## config.mk

```make
export PLATFORM = sky130hd
export DESIGN_NAME = lxb_config_bank
export DESIGN_NICKNAME = d
export VERILOG_FILES = /design/src/lxb_pkg.sv /design/src/lxb_det_if.sv /design/src/lxb_code_detect.sv /design/src/lxb_config_bank.sv
export SDC_FILE = /design/constraint.sdc
export NUM_CORES = 1
export LEC_CHECK = 0
export BUFFER_PORTS_ARGS = -buffer_cell sky130_fd_sc_hd__buf_2
export CORE_MARGIN = 5
export CORE_UTILIZATION = 40
export CTS_BUF_LIST = sky130_fd_sc_hd__clkbuf_2 sky130_fd_sc_hd__clkbuf_4 sky130_fd_sc_hd__clkbuf_8
export DETAILED_ROUTE_END_ITERATION = 10
export PLACE_DENSITY = 0.59
export SYNTH_ARGS = -nofsm -noshare
export SYNTH_HDL_FRONTEND = slang
export SYNTH_SLANG_ARGS = --single-unit
```

## constraint.sdc

```tcl
create_clock -name sys_clk -period 13.36 [get_ports sys_clk]
set_input_delay 2.672 -clock sys_clk [delete_from_list [all_inputs] [get_ports sys_clk]]
set_output_delay 2.672 -clock sys_clk [all_outputs]
set_load 0.005 [all_outputs]
```

## src/lxb_pkg.sv

```systemverilog
/*
 * lxb_pkg: constants shared by the expanded configuration bank of the
 * octal line interface and its in-band loopback code detector.
 * Assumes an 8-bit host register port and a 100 MHz system clock.
 */
package lxb_pkg;

	// ----------------------------------------------------------------
	// geometry
	// ----------------------------------------------------------------
	localparam int LXB_CHANNELS = 8;
	localparam int LXB_DW = 8;

	// ----------------------------------------------------------------
	// register offsets
	// ----------------------------------------------------------------
	localparam logic [7:0] LXB_OFF_RX_PD = 8'h03;
	localparam logic [7:0] LXB_OFF_TX_PD = 8'h04;
	localparam logic [7:0] LXB_OFF_ZERO_RUN = 8'h05;
	localparam logic [7:0] LXB_OFF_VIOL_DIS = 8'h06;
	localparam logic [7:0] LXB_OFF_TERM_SEL = 8'h07;
	localparam logic [7:0] LXB_OFF_LOOP_CFG = 8'h08;
	localparam logic [7:0] LXB_OFF_ACT_PAT = 8'h09;
	localparam logic [7:0] LXB_OFF_DEACT_PAT = 8'h0A;
	localparam logic [7:0] LXB_OFF_LOOP_STAT = 8'h0B;
	localparam logic [7:0] LXB_OFF_LOOP_MASK = 8'h0C;
	localparam logic [7:0] LXB_OFF_LOOP_INT = 8'h0D;
	localparam logic [7:0] LXB_OFF_BANK_PTR = 8'h1F;

	// ----------------------------------------------------------------
	// values, fields and reset values
	// ----------------------------------------------------------------
	localparam logic [7:0] LXB_BANK_PRIMARY = 8'h00;
	localparam logic [7:0] LXB_BANK_EXPANDED = 8'hAA;
	localparam logic [7:0] LXB_RST_BYTE = 8'h00;
	localparam logic [7:0] LXB_CFG_WR_MASK = 8'h3F;
	localparam int LXB_CFG_DET_BIT = 5;
	localparam int LXB_CFG_AUTO_BIT = 4;
	localparam int LXB_CFG_ALEN_LSB = 2;
	localparam int LXB_CFG_DLEN_LSB = 0;
	localparam int LXB_CODE_MIN_LEN = 5;

	// ----------------------------------------------------------------
	// timing
	// ----------------------------------------------------------------
	localparam int LXB_CLK_NS = 10;
	localparam int LXB_TCLK_LOW_NS = 1000;
	localparam int LXB_TCLK_LOW_CYC =
		(LXB_TCLK_LOW_NS + LXB_CLK_NS - 1) / LXB_CLK_NS;
	localparam int LXB_MATCH_RUN = 32;

endpackage : lxb_pkg

```

## src/lxb_det_if.sv

```systemverilog
/*
 * lxb_det_if: carries loopback code configuration from the bank to the
 * detector and the per-channel hit flags back.
 * Assumes both ends run on the same system clock.
 */
`timescale 1ns/1ns
interface lxb_det_if;
	logic det_enable;
	logic [7:0] act_pattern;
	logic [7:0] deact_pattern;
	logic [1:0] act_len;
	logic [1:0] deact_len;
	logic [7:0] rx_bit;
	logic [7:0] rx_bit_valid;
	logic [7:0] act_hit;
	logic [7:0] deact_hit;

	modport bank (output det_enable, act_pattern, deact_pattern, act_len,
		deact_len, rx_bit, rx_bit_valid, input act_hit, deact_hit);
	modport det (input det_enable, act_pattern, deact_pattern, act_len,
		deact_len, rx_bit, rx_bit_valid, output act_hit, deact_hit);
endinterface : lxb_det_if

```

## src/lxb_code_detect.sv

```systemverilog
/*
 * lxb_code_detect: per-channel in-band loopback code detector.
 * Assumes decoded receive bits arrive on the system clock with a
 * one-cycle valid strobe per bit, oldest bit first.
 */
`timescale 1ns/1ns
module lxb_code_detect import lxb_pkg::*; #(
	parameter int CHANNELS = LXB_CHANNELS,
	parameter int RUN_BITS = LXB_MATCH_RUN
) (
	// clock and reset
	input wire logic sys_clk,
	input wire logic rst_n,
	input wire logic clk_en,
	// configuration and hits
	lxb_det_if.det det
);
	localparam int RUN_W = $clog2(RUN_BITS + 1);
	localparam logic [RUN_W-1:0] RUN_MAX = RUN_W'(RUN_BITS);

	// ----------------------------------------------------------------
	// rotation match of the last eight bits against the repeating code
	// ----------------------------------------------------------------
	// the window may start at any phase of the code, so every rotation
	// of the effective top bits is tried
	function automatic logic rot_hit(input logic [7:0] hist,
		input logic [7:0] pat, input logic [1:0] lsel);
		int len;
		int idx;
		logic any;
		logic ok;
		len = LXB_CODE_MIN_LEN + int'(lsel);
		any = 1'b0;
		for (int k = 0; k < 8; k++) begin
			ok = (k < len);
			for (int j = 0; j < 8; j++) begin
				idx = k + j;
				if (idx >= len) idx = idx - len;
				if (idx >= len) idx = idx - len;
				if (hist[7-j] != pat[7-idx]) ok = 1'b0;
			end
			any = any | ok;
		end
		return any;
	endfunction : rot_hit

	// ----------------------------------------------------------------
	// per-channel history and run counters
	// ----------------------------------------------------------------
	for (genvar c = 0; c < CHANNELS; c++) begin : g_ch
		logic [7:0] hist_r;
		logic [RUN_W-1:0] act_run_r;
		logic [RUN_W-1:0] deact_run_r;
		wire logic [7:0] hist_nxt = {hist_r[6:0], det.rx_bit[c]};
		wire logic act_now = rot_hit(hist_nxt, det.act_pattern,
			det.act_len);
		wire logic deact_now = rot_hit(hist_nxt, det.deact_pattern,
			det.deact_len);

		// a hit only stands while every new bit keeps the code going
		always_ff @(posedge sys_clk or negedge rst_n) begin
			if (!rst_n) begin
				hist_r <= '0;
				act_run_r <= '0;
				deact_run_r <= '0;
			end else if (clk_en) begin
				if (!det.det_enable) begin
					act_run_r <= '0;
					deact_run_r <= '0;
				end else if (det.rx_bit_valid[c]) begin
					hist_r <= hist_nxt;
					if (!act_now) act_run_r <= '0;
					else if (act_run_r != RUN_MAX) act_run_r <= act_run_r + 1'b1;
					if (!deact_now) deact_run_r <= '0;
					else if (deact_run_r != RUN_MAX)
						deact_run_r <= deact_run_r + 1'b1;
				end
			end
		end

		assign det.act_hit[c] = (act_run_r == RUN_MAX);
		assign det.deact_hit[c] = (deact_run_r == RUN_MAX);
	end
endmodule : lxb_code_detect

```

## src/lxb_config_bank.sv

```systemverilog
/*
 * lxb_config_bank: expanded configuration bank of the octal line
 * interface - power-down, zero-run, violation and termination bits plus
 * the global in-band loopback configuration, status and interrupt bits.
 * Assumes the host port is already synchronous to sys_clk with one-cycle
 * read and write strobes; transmit clock pins come straight from pads.
 */
`timescale 1ns/1ns

// Functional notes
// receiver power-down bits, reset zero
// transmitter power-down bits force driver high-Z
// transmitter down if clock held low OR bit
// zero-run detect only in coded single rail
// violation bit inverted: zero enables detection
// termination bit: one selects single-ended tip
// config top two bits reset and stay zero
// config bit 5 enables loopback code detection
// config bit 4 enables automatic loopback
// activate length field picks 5 to 8 bits
// deactivate length field picks 5 to 8 bits
// loopback config is one global register
// activate pattern register, reset zero
// deactivate pattern register, reset zero
// software replicates short codes into low bits
// software selects expanded bank via pointer
// status sets on activate, clears on deactivate
// interrupt on status change, clears on read
// match only while code keeps repeating
// automatic loopback follows activate and deactivate
module lxb_config_bank import lxb_pkg::*; #(
	parameter int CHANNELS = LXB_CHANNELS,
	parameter int RUN_BITS = LXB_MATCH_RUN,
	parameter int TCLK_LOW_CYC = LXB_TCLK_LOW_CYC
) (
	// clock, reset, enable
	input wire logic sys_clk,
	input wire logic rst_n,
	input wire logic clk_en,
	// host register port
	input wire logic [7:0] host_addr,
	input wire logic host_wr,
	input wire logic host_rd,
	input wire logic [7:0] host_wdata,
	output logic [7:0] host_rdata,
	output logic host_rdata_valid,
	// transmit clock pins
	input wire logic [7:0] tx_clock_input,
	// line coding state from the datapath
	input wire logic [7:0] single_rail_mode,
	input wire logic [7:0] hdb3_decoder_sel,
	// decoded receive bits
	input wire logic [7:0] rx_bit,
	input wire logic [7:0] rx_bit_valid,
	// per-channel controls
	output logic [7:0] rx_power_down,
	output logic [7:0] tx_power_down,
	output logic [7:0] zero_run_detect_en,
	output logic [7:0] violation_detect_en,
	output logic [7:0] single_ended_term,
	// loopback state
	output logic [7:0] loop_status,
	output logic [7:0] loop_interrupt,
	output logic [7:0] loop_engage
);
	localparam int LOW_W = $clog2(TCLK_LOW_CYC + 1);
	localparam logic [LOW_W-1:0] LOW_MAX = LOW_W'(TCLK_LOW_CYC);

	// ----------------------------------------------------------------
	// storage
	// ----------------------------------------------------------------
	logic [7:0] bank_ptr_r;
	logic [7:0] rx_power_down_bits_r;
	logic [7:0] tx_power_down_bits_r;
	logic [7:0] zero_run_enable_bits_r;
	logic [7:0] violation_disable_bits_r;
	logic [7:0] single_ended_select_bits_r;
	logic [7:0] loop_config_fields_r;
	logic [7:0] activate_pattern_r;
	logic [7:0] deactivate_pattern_r;
	logic [7:0] loop_status_bits_r;
	logic [7:0] loop_interrupt_mask_bits_r;
	logic [7:0] loop_interrupt_bits_r;
	logic [7:0] tclk_s1_r;
	logic [7:0] tclk_s2_r;
	logic [7:0] tclk_dead_r;
	logic [7:0] tx_pd_out_r;
	logic [7:0] zero_run_out_r;
	logic [7:0] viol_en_out_r;
	logic [7:0] loop_engage_r;
	logic [7:0] rdata_r;
	logic rvalid_r;
	logic [7:0] rd_mux;

	lxb_det_if det_link ();

	// ----------------------------------------------------------------
	// address decode
	// ----------------------------------------------------------------
	function automatic logic addr_hit(input logic [7:0] addr,
		input logic [7:0] off);
		return addr == off;
	endfunction : addr_hit

	// expanded offsets only answer once the pointer selects them
	wire logic exp_sel = (bank_ptr_r == LXB_BANK_EXPANDED);
	wire logic wr_go = clk_en && host_wr;
	wire logic rd_go = clk_en && host_rd;
	wire logic wr_ptr = wr_go && addr_hit(host_addr, LXB_OFF_BANK_PTR);
	wire logic wr_rpd = wr_go && exp_sel && addr_hit(host_addr, LXB_OFF_RX_PD);
	wire logic wr_tpd = wr_go && exp_sel && addr_hit(host_addr, LXB_OFF_TX_PD);
	wire logic wr_zr = wr_go && exp_sel && addr_hit(host_addr, LXB_OFF_ZERO_RUN);
	wire logic wr_cv = wr_go && exp_sel && addr_hit(host_addr, LXB_OFF_VIOL_DIS);
	wire logic wr_trm = wr_go && exp_sel && addr_hit(host_addr, LXB_OFF_TERM_SEL);
	wire logic wr_cfg = wr_go && exp_sel && addr_hit(host_addr, LXB_OFF_LOOP_CFG);
	wire logic wr_act = wr_go && exp_sel && addr_hit(host_addr, LXB_OFF_ACT_PAT);
	wire logic wr_dea = wr_go && exp_sel
		&& addr_hit(host_addr, LXB_OFF_DEACT_PAT);
	wire logic wr_msk = wr_go && exp_sel
		&& addr_hit(host_addr, LXB_OFF_LOOP_MASK);
	wire logic rd_stat = rd_go && exp_sel
		&& addr_hit(host_addr, LXB_OFF_LOOP_STAT);

	// ----------------------------------------------------------------
	// global loopback fields
	// ----------------------------------------------------------------
	// one register shared by all channels
	wire logic det_en = loop_config_fields_r[LXB_CFG_DET_BIT];
	wire logic auto_en = loop_config_fields_r[LXB_CFG_AUTO_BIT];
	wire logic [1:0] act_len =
		loop_config_fields_r[LXB_CFG_ALEN_LSB +: 2];
	wire logic [1:0] deact_len =
		loop_config_fields_r[LXB_CFG_DLEN_LSB +: 2];

	assign det_link.det_enable = det_en;
	assign det_link.act_pattern = activate_pattern_r;
	assign det_link.deact_pattern = deactivate_pattern_r;
	assign det_link.act_len = act_len;
	assign det_link.deact_len = deact_len;
	assign det_link.rx_bit = rx_bit;
	assign det_link.rx_bit_valid = rx_bit_valid;

	lxb_code_detect #(
		.CHANNELS(CHANNELS),
		.RUN_BITS(RUN_BITS)
	) u_detect (
		.sys_clk(sys_clk),
		.rst_n(rst_n),
		.clk_en(clk_en),
		.det(det_link.det)
	);

	// ----------------------------------------------------------------
	// status and interrupt next values
	// ----------------------------------------------------------------
	// activate beats deactivate in the same cycle; disabled means normal
	wire logic [7:0] loop_status_nxt = det_en ?
		((loop_status_bits_r & ~det_link.deact_hit) | det_link.act_hit)
		: LXB_RST_BYTE;
	wire logic [7:0] status_change = (loop_status_nxt ^ loop_status_bits_r)
		& loop_interrupt_mask_bits_r & {8{det_en}};
	// a change in the clearing cycle is kept: the set wins
	wire logic [7:0] loop_interrupt_nxt =
		(loop_interrupt_bits_r & ~{8{rd_stat}}) | status_change;
	wire logic [7:0] loop_engage_nxt =
		auto_en ? loop_status_nxt : LXB_RST_BYTE;
	wire logic [7:0] coded_single = single_rail_mode & hdb3_decoder_sel;

	// ----------------------------------------------------------------
	// read selection
	// ----------------------------------------------------------------
	// unmapped offsets and a primary-bank pointer read back zero
	always_comb begin
		rd_mux = LXB_RST_BYTE;
		if (addr_hit(host_addr, LXB_OFF_BANK_PTR)) rd_mux = bank_ptr_r;
		else if (exp_sel) begin
			unique case (host_addr)
				LXB_OFF_RX_PD: rd_mux = rx_power_down_bits_r;
				LXB_OFF_TX_PD: rd_mux = tx_power_down_bits_r;
				LXB_OFF_ZERO_RUN: rd_mux = zero_run_enable_bits_r;
				LXB_OFF_VIOL_DIS: rd_mux = violation_disable_bits_r;
				LXB_OFF_TERM_SEL: rd_mux = single_ended_select_bits_r;
				LXB_OFF_LOOP_CFG: rd_mux = loop_config_fields_r;
				LXB_OFF_ACT_PAT: rd_mux = activate_pattern_r;
				LXB_OFF_DEACT_PAT: rd_mux = deactivate_pattern_r;
				LXB_OFF_LOOP_STAT: rd_mux = loop_status_bits_r;
				LXB_OFF_LOOP_MASK: rd_mux = loop_interrupt_mask_bits_r;
				LXB_OFF_LOOP_INT: rd_mux = loop_interrupt_bits_r;
				default: rd_mux = LXB_RST_BYTE;
			endcase
		end
	end

	// ----------------------------------------------------------------
	// host-written registers
	// ----------------------------------------------------------------
	always_ff @(posedge sys_clk or negedge rst_n) begin
		if (!rst_n) begin
			bank_ptr_r <= LXB_BANK_PRIMARY;
			rx_power_down_bits_r <= LXB_RST_BYTE;
			tx_power_down_bits_r <= LXB_RST_BYTE;
			zero_run_enable_bits_r <= LXB_RST_BYTE;
			violation_disable_bits_r <= LXB_RST_BYTE;
			single_ended_select_bits_r <= LXB_RST_BYTE;
			loop_config_fields_r <= LXB_RST_BYTE;
			activate_pattern_r <= LXB_RST_BYTE;
			deactivate_pattern_r <= LXB_RST_BYTE;
			loop_interrupt_mask_bits_r <= LXB_RST_BYTE;
		end else begin
			if (wr_ptr) bank_ptr_r <= host_wdata;
			if (wr_rpd) rx_power_down_bits_r <= host_wdata;
			if (wr_tpd) tx_power_down_bits_r <= host_wdata;
			if (wr_zr) zero_run_enable_bits_r <= host_wdata;
			if (wr_cv) violation_disable_bits_r <= host_wdata;
			if (wr_trm) single_ended_select_bits_r <= host_wdata;
			// reserved top bits are never stored
			if (wr_cfg) loop_config_fields_r <= host_wdata & LXB_CFG_WR_MASK;
			// short codes use only the top bits; the low bits are never compared
			if (wr_act) activate_pattern_r <= host_wdata;
			if (wr_dea) deactivate_pattern_r <= host_wdata;
			if (wr_msk) loop_interrupt_mask_bits_r <= host_wdata;
		end
	end

	// ----------------------------------------------------------------
	// loopback status, interrupt and engage
	// ----------------------------------------------------------------
	always_ff @(posedge sys_clk or negedge rst_n) begin
		if (!rst_n) begin
			loop_status_bits_r <= LXB_RST_BYTE;
			loop_interrupt_bits_r <= LXB_RST_BYTE;
			loop_engage_r <= LXB_RST_BYTE;
		end else if (clk_en) begin
			loop_status_bits_r <= loop_status_nxt;
			loop_interrupt_bits_r <= loop_interrupt_nxt;
			loop_engage_r <= loop_engage_nxt;
		end
	end

	// ----------------------------------------------------------------
	// transmit clock watch
	// ----------------------------------------------------------------
	// a toggling clock is low only half a period, so power-down waits
	// for a low that outlasts any real clock phase
	always_ff @(posedge sys_clk or negedge rst_n) begin
		if (!rst_n) begin
			tclk_s1_r <= '1;
			tclk_s2_r <= '1;
		end else if (clk_en) begin
			tclk_s1_r <= tx_clock_input;
			tclk_s2_r <= tclk_s1_r;
		end
	end

	for (genvar c = 0; c < CHANNELS; c++) begin : g_tclk
		logic [LOW_W-1:0] low_cnt_r;
		always_ff @(posedge sys_clk or negedge rst_n) begin
			if (!rst_n) begin
				low_cnt_r <= '0;
				tclk_dead_r[c] <= 1'b0;
			end else if (clk_en) begin
				if (tclk_s2_r[c]) low_cnt_r <= '0;
				else if (low_cnt_r != LOW_MAX) low_cnt_r <= low_cnt_r + 1'b1;
				tclk_dead_r[c] <= (low_cnt_r == LOW_MAX) && !tclk_s2_r[c];
			end
		end
	end

	// ----------------------------------------------------------------
	// registered control outputs and read answer
	// ----------------------------------------------------------------
	always_ff @(posedge sys_clk or negedge rst_n) begin
		if (!rst_n) begin
			tx_pd_out_r <= LXB_RST_BYTE;
			zero_run_out_r <= LXB_RST_BYTE;
			viol_en_out_r <= LXB_RST_BYTE;
			rdata_r <= LXB_RST_BYTE;
			rvalid_r <= 1'b0;
		end else if (clk_en) begin
			tx_pd_out_r <= tx_power_down_bits_r | tclk_dead_r;
			zero_run_out_r <= zero_run_enable_bits_r & coded_single;
			viol_en_out_r <= ~violation_disable_bits_r & coded_single;
			rvalid_r <= host_rd;
			if (host_rd) rdata_r <= rd_mux;
		end
	end

	assign host_rdata = rdata_r;
	assign host_rdata_valid = rvalid_r;
	assign rx_power_down = rx_power_down_bits_r;
	assign tx_power_down = tx_pd_out_r;
	assign zero_run_detect_en = zero_run_out_r;
	assign violation_detect_en = viol_en_out_r;
	assign single_ended_term = single_ended_select_bits_r;
	assign loop_status = loop_status_bits_r;
	assign loop_interrupt = loop_interrupt_bits_r;
	assign loop_engage = loop_engage_r;
endmodule : lxb_config_bank

```

* After elaboration in Yosys (flattened, before gate mapping)
Cells that the tools add are included.
Word-level totals: register bits after elaboration 367, output and inout port bits 73, input bits 61, word-level logic and storage cells 2848
Cells by class: equality and inequality tests 1109, magnitude comparators 106, muxes and demuxes 1259, reductions and logical operators 72, add/subtract/negate cells 116, bitwise operators 126
Operator list (count):
- 32-bit 2-to-1 mux | 60
- 4-bit by 32-bit subtractor with 32-bit output, first input constant | 36
- 1-bit 2-to-1 mux | 1084
- 1-bit != test | 1024
- 32-bit by 5-bit less-than comparator with 1-bit output, second input constant | 30
- 32-bit >= comparator | 20
- 32-bit subtractor | 20
- 5-bit by 32-bit >= comparator with 1-bit output, first input constant | 13
- 5-bit by 32-bit subtractor with 32-bit output, first input constant | 13
- 6-bit 2-to-1 mux | 64
- 32-bit by 5-bit >= comparator with 1-bit output | 10
- 32-bit by 5-bit subtractor with 32-bit output | 10
- 4-bit by 32-bit less-than comparator with 1-bit output, first input constant | 8
- 4-bit by 32-bit >= comparator with 1-bit output, first input constant | 6
- 7-bit 2-to-1 mux | 16
- 1-bit bitwise OR | 112
- 6-bit by 1-bit adder with 6-bit output, second input constant | 16
- 6-bit equality test, second input constant | 16
- 3-bit by 32-bit >= comparator with 1-bit output, first input constant | 3
- 3-bit by 32-bit less-than comparator with 1-bit output, first input constant | 3
- 6-bit != test, second input constant | 16
- 3-bit by 32-bit subtractor with 32-bit output, first input constant | 3
- 1-bit binary-select mux with 3-bit select | 30
- 8-bit case mux with 11 select lines | 1
- other kinds (34) | 174

* Logic depth before layout (Yosys ltp)
Gate-level depths: netlist of run 1.
depth in word-level cells 28, gate-level depth with buffers 22, gate-level depth less buffers 15

* Cells and area by module
From an unflattened synthesis of run 1, not the netlist that was laid out.
Unflattened totals: cell total of the unflattened synthesis 4007, area total of the unflattened synthesis 34773.4 um2
Modules (own cells, without submodules):
- lxb_code_detect | times used 1, cells an instance 3019, area each 24168.2 um2, sequential area each 3803.6 um2
- lxb_config_bank | times used 1, cells an instance 988, area each 10605.2 um2, sequential area each 5400.2 um2

* Worst setup path after synthesis of run 1
Ideal clock, no wire load.
kind input to register, start input port rx_bit[7], end register u_detect.g_ch[7].act_run_r[2], path buffers 2, cell stages on the path 12, library setup time 0.069 ns, arrival 5.048 ns, data required time 13.291 ns, setup slack 8.244 ns, cell sequence buf_2 inv_1 clkbuf_1 xnor2_1 nand3_1 a2111oi_2 nand3_1 a32oi_1 a221oi_2 or3b_4 or3b_1 nand3_1
Between the ends: word-level cells in the longest chain between the ends 12, elaborated cells on any way between the ends 28, those cells by class eq/ne: 9; mux: 11; bitwise: 7; reduce/logical: 1
RTL lines:
- start, declared | line lxb_config_bank.sv:53 | input wire logic [7:0] rx_bit,
- 1-bit != test | line lxb_code_detect.sv:40 | if (hist[7-j] != pat[7-idx]) ok = 1'b0;
- 1-bit 2-to-1 mux | line lxb_code_detect.sv:40
- 1-bit bitwise OR (6 in series) | line lxb_code_detect.sv:42 | any = any | ok;
- 1-bit bitwise OR * | line lxb_code_detect.sv:42
- 6-bit 2-to-1 mux | line lxb_code_detect.sv:72 | if (!act_now) act_run_r <= '0;
- 6-bit 2-to-1 mux | line lxb_code_detect.sv:70 | end else if (det.rx_bit_valid[c]) begin
- 6-bit 2-to-1 mux | line lxb_code_detect.sv:67 | if (!det.det_enable) begin
- end signal, assigned | line lxb_code_detect.sv:73 | else if (act_run_r != RUN_MAX) act_run_r <= act_run_r + 1'b1;
- end, declared | line lxb_code_detect.sv:52 | logic [RUN_W-1:0] act_run_r;
Every way passes the cells marked *; elsewhere a longest branch is shown, timed or not. The select of a mux whose other input is x is not followed. A chain may end at the register's enable or synchronous reset.

* Worst setup path after layout of run 1
start register loop_config_fields_r[2], end register u_detect.g_ch[1].act_run_r[2]
Between the ends: word-level cells in the longest chain between the ends 28, elaborated cells on any way between the ends 299, those cells by class add/sub: 46; order compare: 38; eq/ne: 65; mux: 142; bitwise: 7; reduce/logical: 1
RTL lines:
- start, declared | line lxb_config_bank.sv:78 | logic [7:0] loop_config_fields_r;
- start signal, assigned | line lxb_config_bank.sv:217 | if (wr_cfg) loop_config_fields_r <= host_wdata & LXB_CFG_WR_MASK;
- 3-bit by 2-bit adder with 4-bit output * | line lxb_code_detect.sv:32 | len = LXB_CODE_MIN_LEN + int'(lsel);
- 1-bit by 32-bit subtractor with 32-bit output, or another cell as far along | line lxb_code_detect.sv:38 | if (idx >= len) idx = idx - len;
- 32-bit 2-to-1 mux | line lxb_code_detect.sv:38
- 32-bit subtractor, or another cell as far along | line lxb_code_detect.sv:39 | if (idx >= len) idx = idx - len;
- 32-bit 2-to-1 mux | line lxb_code_detect.sv:39
- 4-bit by 32-bit subtractor with 32-bit output | line lxb_code_detect.sv:40
- 1-bit binary-select mux with 3-bit select | line lxb_code_detect.sv:40
- 1-bit 2-to-1 mux (implied by the code) (2 in series) | line lxb_code_detect.sv:40
- 1-bit != test | line lxb_code_detect.sv:40
- 1-bit 2-to-1 mux (8 in series) | line lxb_code_detect.sv:40
- 1-bit bitwise OR (6 in series) | line lxb_code_detect.sv:42
- 1-bit bitwise OR * | line lxb_code_detect.sv:42
- 6-bit 2-to-1 mux | line lxb_code_detect.sv:72
- 6-bit 2-to-1 mux | line lxb_code_detect.sv:70
- 6-bit 2-to-1 mux | line lxb_code_detect.sv:67
- end signal, assigned | line lxb_code_detect.sv:73
- end, declared | line lxb_code_detect.sv:52
Marked as above.

==> results by group, run 1 <==
Cells and area
  – Register area: 9210 sq um
  – Area grow syn2layout: 7.68%
  – Layout Nets: 3,872
  – Share of cells above drive strength 1: 0.144
  – Final instance area: 35,600 sq um
  – # fillers: 8,124
  – Area taken by multi-input logic gates: 21,800 sq um

STA
  – FMAX: 0.157 GHz
  – Max-slew headroom: 0.0913
  – TNS Setup: 0 ns
  – Worst-Margin Slew: 1.35 ns
  – Final Cycle Share: 0.477
  – Final setup fails: 0
  – RSZ-0062 raised after global routing: false
  – Minimum clock period: 6.37 ns
  – Fin. max-slew vios: 0
  – Hold Fails Final Rpt: 0
  – Final setup skew: 0.0880 ns

Worst setup path
  – Worst-path fanout max: 27
  – CP Cell Sequence: ha_1, nor2b_1, o211a_1, or2_2, buf_4, xor2_1, o32ai_1, a2111oi_0, nand3_1, nand4_1, o21ai_0
  – Slowest CP cell: dfrtp_1
  – WP buf/inv: 1
  – Crit-path max cell delay: 1.00 ns
  – Nature of the critical path startpoint: flop
  – Worst EP required: 13.90 ns
  – Critical path capture point type: flop
  – WS Path Type: flop to flop
  – CP arrival: 6.91 ns
  – Crit path max-delay family: simple AND/OR/NAND/NOR gates

Floorplanning
  – Die Wd: 297 microns
  – Row count: 105
  – Die Area: 88,400 sq um
  – Num ports: 134
  – Core area: 82,000 sq um
  – Initial Utilization: 0.403
  – Chip Height: 297 microns

Clocking
  – Hold-fix buffers, CTS: 0
  – CTS Root Cell: clkbuf_8
  – Clk Latency, worst-skew pair: 0.73 ns
  – Post-CTS Resized: 0
  – Setup repair bufs after CTS: 0
  – CTS Buf Count: 66
  – Clock tree buffer depth: 3
  – CTS tree: done
  – Clk sinks: 367
  – Max H-tree Level: 3
  – Clk slew on worst S/H paths: 0.06 ns

Logic synthesis
  – Post-synth EDFFs: 0
  – Synth top area share: 0.266
  – Synthesized Nets: 3,939
  – Avg Inst Size Synth: 8.67 sq um
  – Commonest cells post-synth: xnor2_1, dfrtp_1, xor2_1
  – Mapped Area: 33,000 sq um
  – Leading area contributor after synthesis: dfrtp_1
  – Synth Register Bits: 367
  – Seq/Total Area, Yosys: 0.279
  – Top post-synthesis cells by area: dfrtp_1, xnor2_1, xor2_1
  – Top FF cell, synth: dfrtp_1
  – Yosys warning total: 0
  – Synth unique cells: 109
  – Asr flop ratio synth: 1.00
  – Cells after synthesis: 3,812
  – Most common cell in the netlist: xnor2_1

Placed design
  – # port buffers: 133
  – Cell Area, Placed: 34,100 sq um
  – GP Congestion: 0.911
  – Dpl hpwl: 70,400 microns

Route
  – WL final: 107,000 microns
  – DRT Pass-1 Iters: 7
  – DR iter-0 viols: 2,683
  – Vias: 28,900
  – DR WL/cell: 22.0 microns
  – DRC Markers: 0
  – Vias/cell: 5.94
  – Routed Antenna Nets: 0

Pwr
  – Static Leak: 0.0142 uW
  – PwrDens: 74.2 nW/um^2
  – Maximum vdd drop: 0.0000959 V

GRT
  – First-pass GRT wire length: 166,000 microns
  – Met2 Resource Use GR: 0.364
  – Largest net degree at the start of global routing: 150
  – GRT met1 Usage: 0.324
  – M3 GR Usage: 0.0483
  – Grt peak-use layer: met2
  – Congestion Overflow GR: 0
  – Total GRT Usage: 0.233
  – Initial antenna violation count: 8
  – Vias in the first global route: 27,300

Status
  – Outcome: finished clean

Flow run
  – Max-cap violations: 0

Hold path
  – Tightest Hold Check Type: flop to flop
placed cells by master (no fill, tap or decap), types with 64 or more instances in the layout:
cell and instances:
a21oi_1 124, buf_2 131, buf_4 64, clkbuf_8 79, dfrtp_1 346, ha_1 66, inv_1 134, mux2_2 131
nand2_1 202, nand3_1 175, nand4_1 126, nor2_1 135, nor3_1 114, nor4_1 125, o21ai_0 188, xnor2_1 672
xor2_1 259
report_power, final:
group	leakage, uW	internal (uW)	switching, uW
clock	0.000766	641	533
sequential	0.00496	1170	69.9
combinational	0.00847	93.1	132
total	0.0142	1900	735
cell families (layout without fill, tap and decap cells):
kind of cell,Yosys count,after routing,share of synthesized area
buf+inv,487,467,0.0634
other cells,0,5,0
flops,367,367,0.279
xor+xnor,933,933,0.248
mux,200,200,0.0749
simple gates,1102,1102,0.178
fa+ha+maj,67,67,0.0253
compound gates,656,656,0.132
state kept, by name, indices dropped and copies added, names as in the netlist, 48 cells and up:
name                       count
g_tclk.low_cnt_r              56
u_detect.g_ch.hist_r          56
u_detect.g_ch.act_run_r       48
u_detect.g_ch.deact_run_r     48
worst reg2reg max path, stage by stage, from the launching register on:
cell and delay, ns:
dfrtp_1 1.00, ha_1 0.83, nor2b_1 0.74, o211a_1 0.60, or2_2 0.67, buf_4 0.54, xor2_1 0.26, o32ai_1 0.10
a2111oi_0 0.41, nand3_1 0.46, nand4_1 0.42, o21ai_0 0.14
metrics by stage:
stage	hold WS [ns]	worst slack, ns	power [uW]	utilization	cells
after floorplan	0.452	8.24	1390	-	3812
after global placement	0.464	7.28	1480	0.416	4747
after detailed placement	0.474	7.13	1490	0.416	4747
after CTS	0.487	7.05	2680	0.434	4862
after global routing	0.508	6.54	2760	0.434	4864
final	0.488	6.99	2640	0.434	4867
per-layer routing:
layer / vias to the layer above / wire (microns)
met2: 1095 / 48000
met4: 4 / 3250
met1: 14300 / 47300
li1: 13300 / -
met5: - / 27
met3: 216 / 8550
area by class of cell:
class / instances / area share
clock buffers: 104 / 0.0358
multi-input cells: 2958 / 0.613
repair buffers: 198 / 0.0332
diodes: 5 / 0.000352
well taps: 1070 / 0.0376
clock inverters: 11 / 0.00464
flip-flops and latches: 367 / 0.259
inverters: 154 / 0.0162
final timing paths:
| path | startpoint | slack [ns] | cells past startpoint | to |
|---|---|---|---|---|
| max | loop_config_fields_r[2] | 6.99 | 11 | u_detect.g_ch[1].act_run_r[2] |
| min | tclk_dead_r[7] | 0.49 | 1 | tclk_dead_r[7] |
| max reg2reg | loop_config_fields_r[2] | 6.99 | 11 | u_detect.g_ch[1].act_run_r[2] |
| min reg2reg | tclk_dead_r[7] | 0.49 | 1 | tclk_dead_r[7] |
| max in group asynchronous | rst_n | 9.10 | 3 | u_detect.g_ch[2].deact_run_r[5] |
| min in group asynchronous | rst_n | 1.90 | 1 | u_detect.g_ch[7].hist_r[2] |
Power figures use the tool's default switching activity.
==> inputs of run 2 (changes only) <==
Settings changed: ABC_AREA set to 1.
Clock period 13.36 ns to 6.6 ns, I/O delays scaled along.
==> run 2 against run 1 <==
Effect of this change: flip-flop and latch count unchanged; clock power up 120%; fmax up 12%; critical path depth up 10; routed wire length up 44%; count of clock-buffer cells in the layout up 9; sequential share of layout area down 2.2 points; register-to-register slack worse by 6.1 ns.
==> results by group, run 2 <==
Status
  – Outcome: finished clean (unchanged)

Clocking
  – CTS Root Cell: clkbuf_8 (unchanged)
  – Post-CTS Resized: 0 (unchanged)
  – Clock tree buffer depth: 3 (unchanged)
  – Clk Latency, worst-skew pair: 0.74 ns (was 0.73 ns)
  – CTS Buf Count: 72 (was 66)
  – Hold-fix buffers, CTS: 0 (unchanged)
  – Clk sinks: 367 (unchanged)
  – Clk slew on worst S/H paths: 0.06 ns (about the same)
  – Setup repair bufs after CTS: 0 (unchanged)
  – CTS tree: done (unchanged)
  – Max H-tree Level: 3 (unchanged)

Placed design
  – GP Congestion: 0.971 (was 0.911)
  – # port buffers: 133 (unchanged)
  – Cell Area, Placed: 37,200 sq um (was 34,100 sq um)
  – Dpl hpwl: 98,500 microns (was 70,400 microns)

Cells and area
  – Biggest regs: g_tclk.low_cnt_r: 56 flops, u_detect.g_ch.hist_r: 56 flops (unchanged)
  – Most common cell after layout, fill and taps aside: nand2_1 (was xnor2_1)
  – Area grow syn2layout: 7.40% (was 7.68%)
  – Final instance area: 38,800 sq um (was 35,600 sq um)
  – # fillers: 9,668 (was 8,124)
  – Util after Layout: 0.432 (was 0.434)
  – Layout Nets: 6,212 (was 3,872)
  – Most frequent cells in the layout: nand2_1, nand3_1, nor2_1 (was xnor2_1, dfrtp_1, xor2_1)
  – Area taken by multi-input logic gates: 23,500 sq um (was 21,800 sq um)
  – Share of cells above drive strength 1: 0.0686 (was 0.144)
  – Register area: 9210 sq um (about the same)

Worst setup path
  – Critical path capture point type: flop (unchanged)
  – CP Cell Sequence: inv_2, ha_1, nand2_1, inv_1, nand2_1, nand2_1, inv_1, nand2_2, inv_1, nand2_1, nand3_1, nor2_1, nand2_1, nor2_1, nand3_1, nand2_1, nor2_1, nand3_1, a21oi_2, nand2_1, nand2_1 (was ha_1, nor2b_1, o211a_1, or2_2, buf_4, xor2_1, o32ai_1, a2111oi_0, nand3_1, nand4_1, o21ai_0)
  – Slowest CP cell: dfrtp_1 (unchanged)
  – Nature of the critical path startpoint: flop (unchanged)
  – Cell mode on critical path: nand2_1
  – WS Path Type: flop to flop (unchanged)
  – Crit-path max cell delay: 0.94 ns (was 1.00 ns)
  – Worst-path fanout max: 26 (was 27)
  – CP arrival: 6.31 ns (was 6.91 ns)
  – Worst EP required: 7.24 ns (was 13.90 ns)
  – R2R setup slack: 0.93 ns (was 6.99 ns)

Route
  – DRC Markers: 0 (unchanged)
  – Vias: 41,500 (was 28,900)
  – Routed Antenna Nets: 0 (unchanged)
  – DR iter-0 viols: 5,287 (was 2,683)
  – WL final: 154,000 microns (was 107,000 microns)
  – DRT Pass-1 Iters: 7 (unchanged)
  – Vias/cell: 5.67 (was 5.94)
  – DR WL/cell: 21.1 microns (was 22.0 microns)

Logic synthesis
  – Synth top area share: 0.249 (was 0.266)
  – Top FF cell, synth: dfrtp_1 (unchanged)
  – Post-synth EDFFs: 0 (unchanged)
  – Commonest cells post-synth: nand2_1, nand3_1, nor2_1 (was xnor2_1, dfrtp_1, xor2_1)
  – Top post-synthesis cells by area: nand2_1, dfrtp_1, nand3_1 (was dfrtp_1, xnor2_1, xor2_1)
  – Leading area contributor after synthesis: nand2_1 (was dfrtp_1)
  – Asr flop ratio synth: 1.00 (unchanged)
  – Cells after synthesis: 6,224 (was 3,812)
  – Yosys warning total: 0 (unchanged)
  – Seq/Total Area, Yosys: 0.255 (was 0.279)
  – Most common cell in the netlist: nand2_1 (was xnor2_1)
  – Mapped Area: 36,100 sq um (was 33,000 sq um)
  – Synth Register Bits: 367 (unchanged)
  – Synth unique cells: 47 (was 109)
  – Avg Inst Size Synth: 5.80 sq um (was 8.67 sq um)
  – Synthesized Nets: 6,351 (was 3,939)

Flow run
  – Max-cap violations: 0 (unchanged)

STA
  – Minimum clock period: 5.67 ns (was 6.37 ns)
  – RSZ-0062 raised after global routing: false (unchanged)
  – Final setup fails: 0 (unchanged)
  – Final setup skew: 0.0409 ns (was 0.0880 ns)
  – Hold Fails Final Rpt: 0 (unchanged)
  – Max-slew headroom: 0.231 (was 0.0913)
  – FMAX: 0.176 GHz (was 0.157 GHz)
  – Worst-Margin Slew: 1.15 ns (was 1.35 ns)
  – Fin. max-slew vios: 0 (unchanged)
  – Worst hold margin: 0.458 ns (was 0.488 ns)
  – TNS Setup: 0 ns (unchanged)
  – Final Cycle Share: 0.859 (was 0.477)

Hold path
  – Tightest Hold Check Type: flop to flop (unchanged)

Floorplanning
  – Die Area: 96,400 sq um (was 88,400 sq um)
  – Num ports: 134 (unchanged)
  – Row count: 110 (was 105)
  – Die Wd: 310 microns (was 297 microns)
  – Core area: 89,900 sq um (was 82,000 sq um)
  – Chip Height: 310 microns (was 297 microns)
  – Initial Utilization: 0.402 (was 0.403)

GRT
  – First-pass GRT wire length: 234,000 microns (was 166,000 microns)
  – Vias in the first global route: 38,400 (was 27,300)
  – Initial antenna violation count: 7 (was 8)
  – Congestion Overflow GR: 0 (unchanged)
  – Total GRT Usage: 0.312 (was 0.233)
  – Largest net degree at the start of global routing: 147 (was 150)

Pwr
  – Maximum vdd drop: 0.000292 V (was 0.0000959 V)
  – PwrDens: 141 nW/um^2 (was 74.2 nW/um^2)
  – Static Leak: 0.0198 uW (was 0.0142 uW)
[run 2: changes by cell type after synthesis, moves of 38 or more]
cell / delta
inv_1: +282
clkbuf_1: +82
o21ai_0: +144
mux2_2: -131
mux2i_1: -43
nor4_1: -110
xnor2_1: -633
xor2_1: +38
nand3_1: +532
nand2_1: +2194
nor2_1: +567
nand4_1: -66
[run 2: kinds of logic after synthesis]
kind of cell | share of synthesized area
AND/OR/NAND/NOR | 0.461
buffers and inverters | 0.0968
AO/OA/AOI/OAI | 0.0831
flip-flops | 0.255
XOR/XNOR | 0.0815
adder cells (fa/ha/maj) | 0.0229
[run 2: layout make-up]
type                       count  share of cell area
tap                         1176              0.0379
antenna                        6            0.000387
inverter                     445              0.0431
clock inverter                15             0.00426
timing repair buffer         209              0.0344
multi-input combinational   4990               0.605
sequential                   367               0.237
clock buffer                 113              0.0372
[run 2: final timing paths]
kind                                                  to                     from  depth (start not counted)
setup / recovery           u_detect.g_ch[5].act_run_r[2]  loop_config_fields_r[2]                         21
hold / removal                              tclk_s1_r[6]             tclk_s1_r[6]                          2
setup reg to reg           u_detect.g_ch[5].act_run_r[2]  loop_config_fields_r[2]                         21
hold reg to reg                             tclk_s1_r[6]             tclk_s1_r[6]                          2
max in group asynchronous                 tclk_dead_r[6]                    rst_n                          2
min in group asynchronous     u_detect.g_ch[7].hist_r[3]                    rst_n                          1
[run 2: layer usage]
metal | track usage | up-vias | part of all wire
li1 | - | 19400 | -
met1 | 0.411 | 19100 | 0.40
met2 | 0.462 | 2479 | 0.42
met3 | 0.0781 | 539 | 0.11
met4 | 0.187 | 4 | 0.068
met5 | 0 | - | 0.00021
[run 2: worst max-delay path, delay by kind of cell (launching register included)]
kind	cells	cell delay (ns)
compound gates	1	0.40
fa+ha+maj	1	0.59
simple gates	15	1.88
flops	1	0.94
buf+inv	4	1.79
[run 2: report_power, final]
group,internal [uW],switching (uW),total (uW)
Clock,1480,1110,2590
Combinational,160,336,495
Sequential,2340,63.3,2400
Total,3980,1510,5490
[run 2: per-stage QoR]
stage / power (uW) / instances / worst slack (ns)
after detailed placement: 2940 / 7187 / 1.22
after global placement: 2930 / 7187 / 1.33
after CTS: 5570 / 7315 / 1.20
final: 5490 / 7321 / 0.930
after global routing: 5740 / 7321 / 0.729
after floorplan: 2740 / 6224 / 3.40
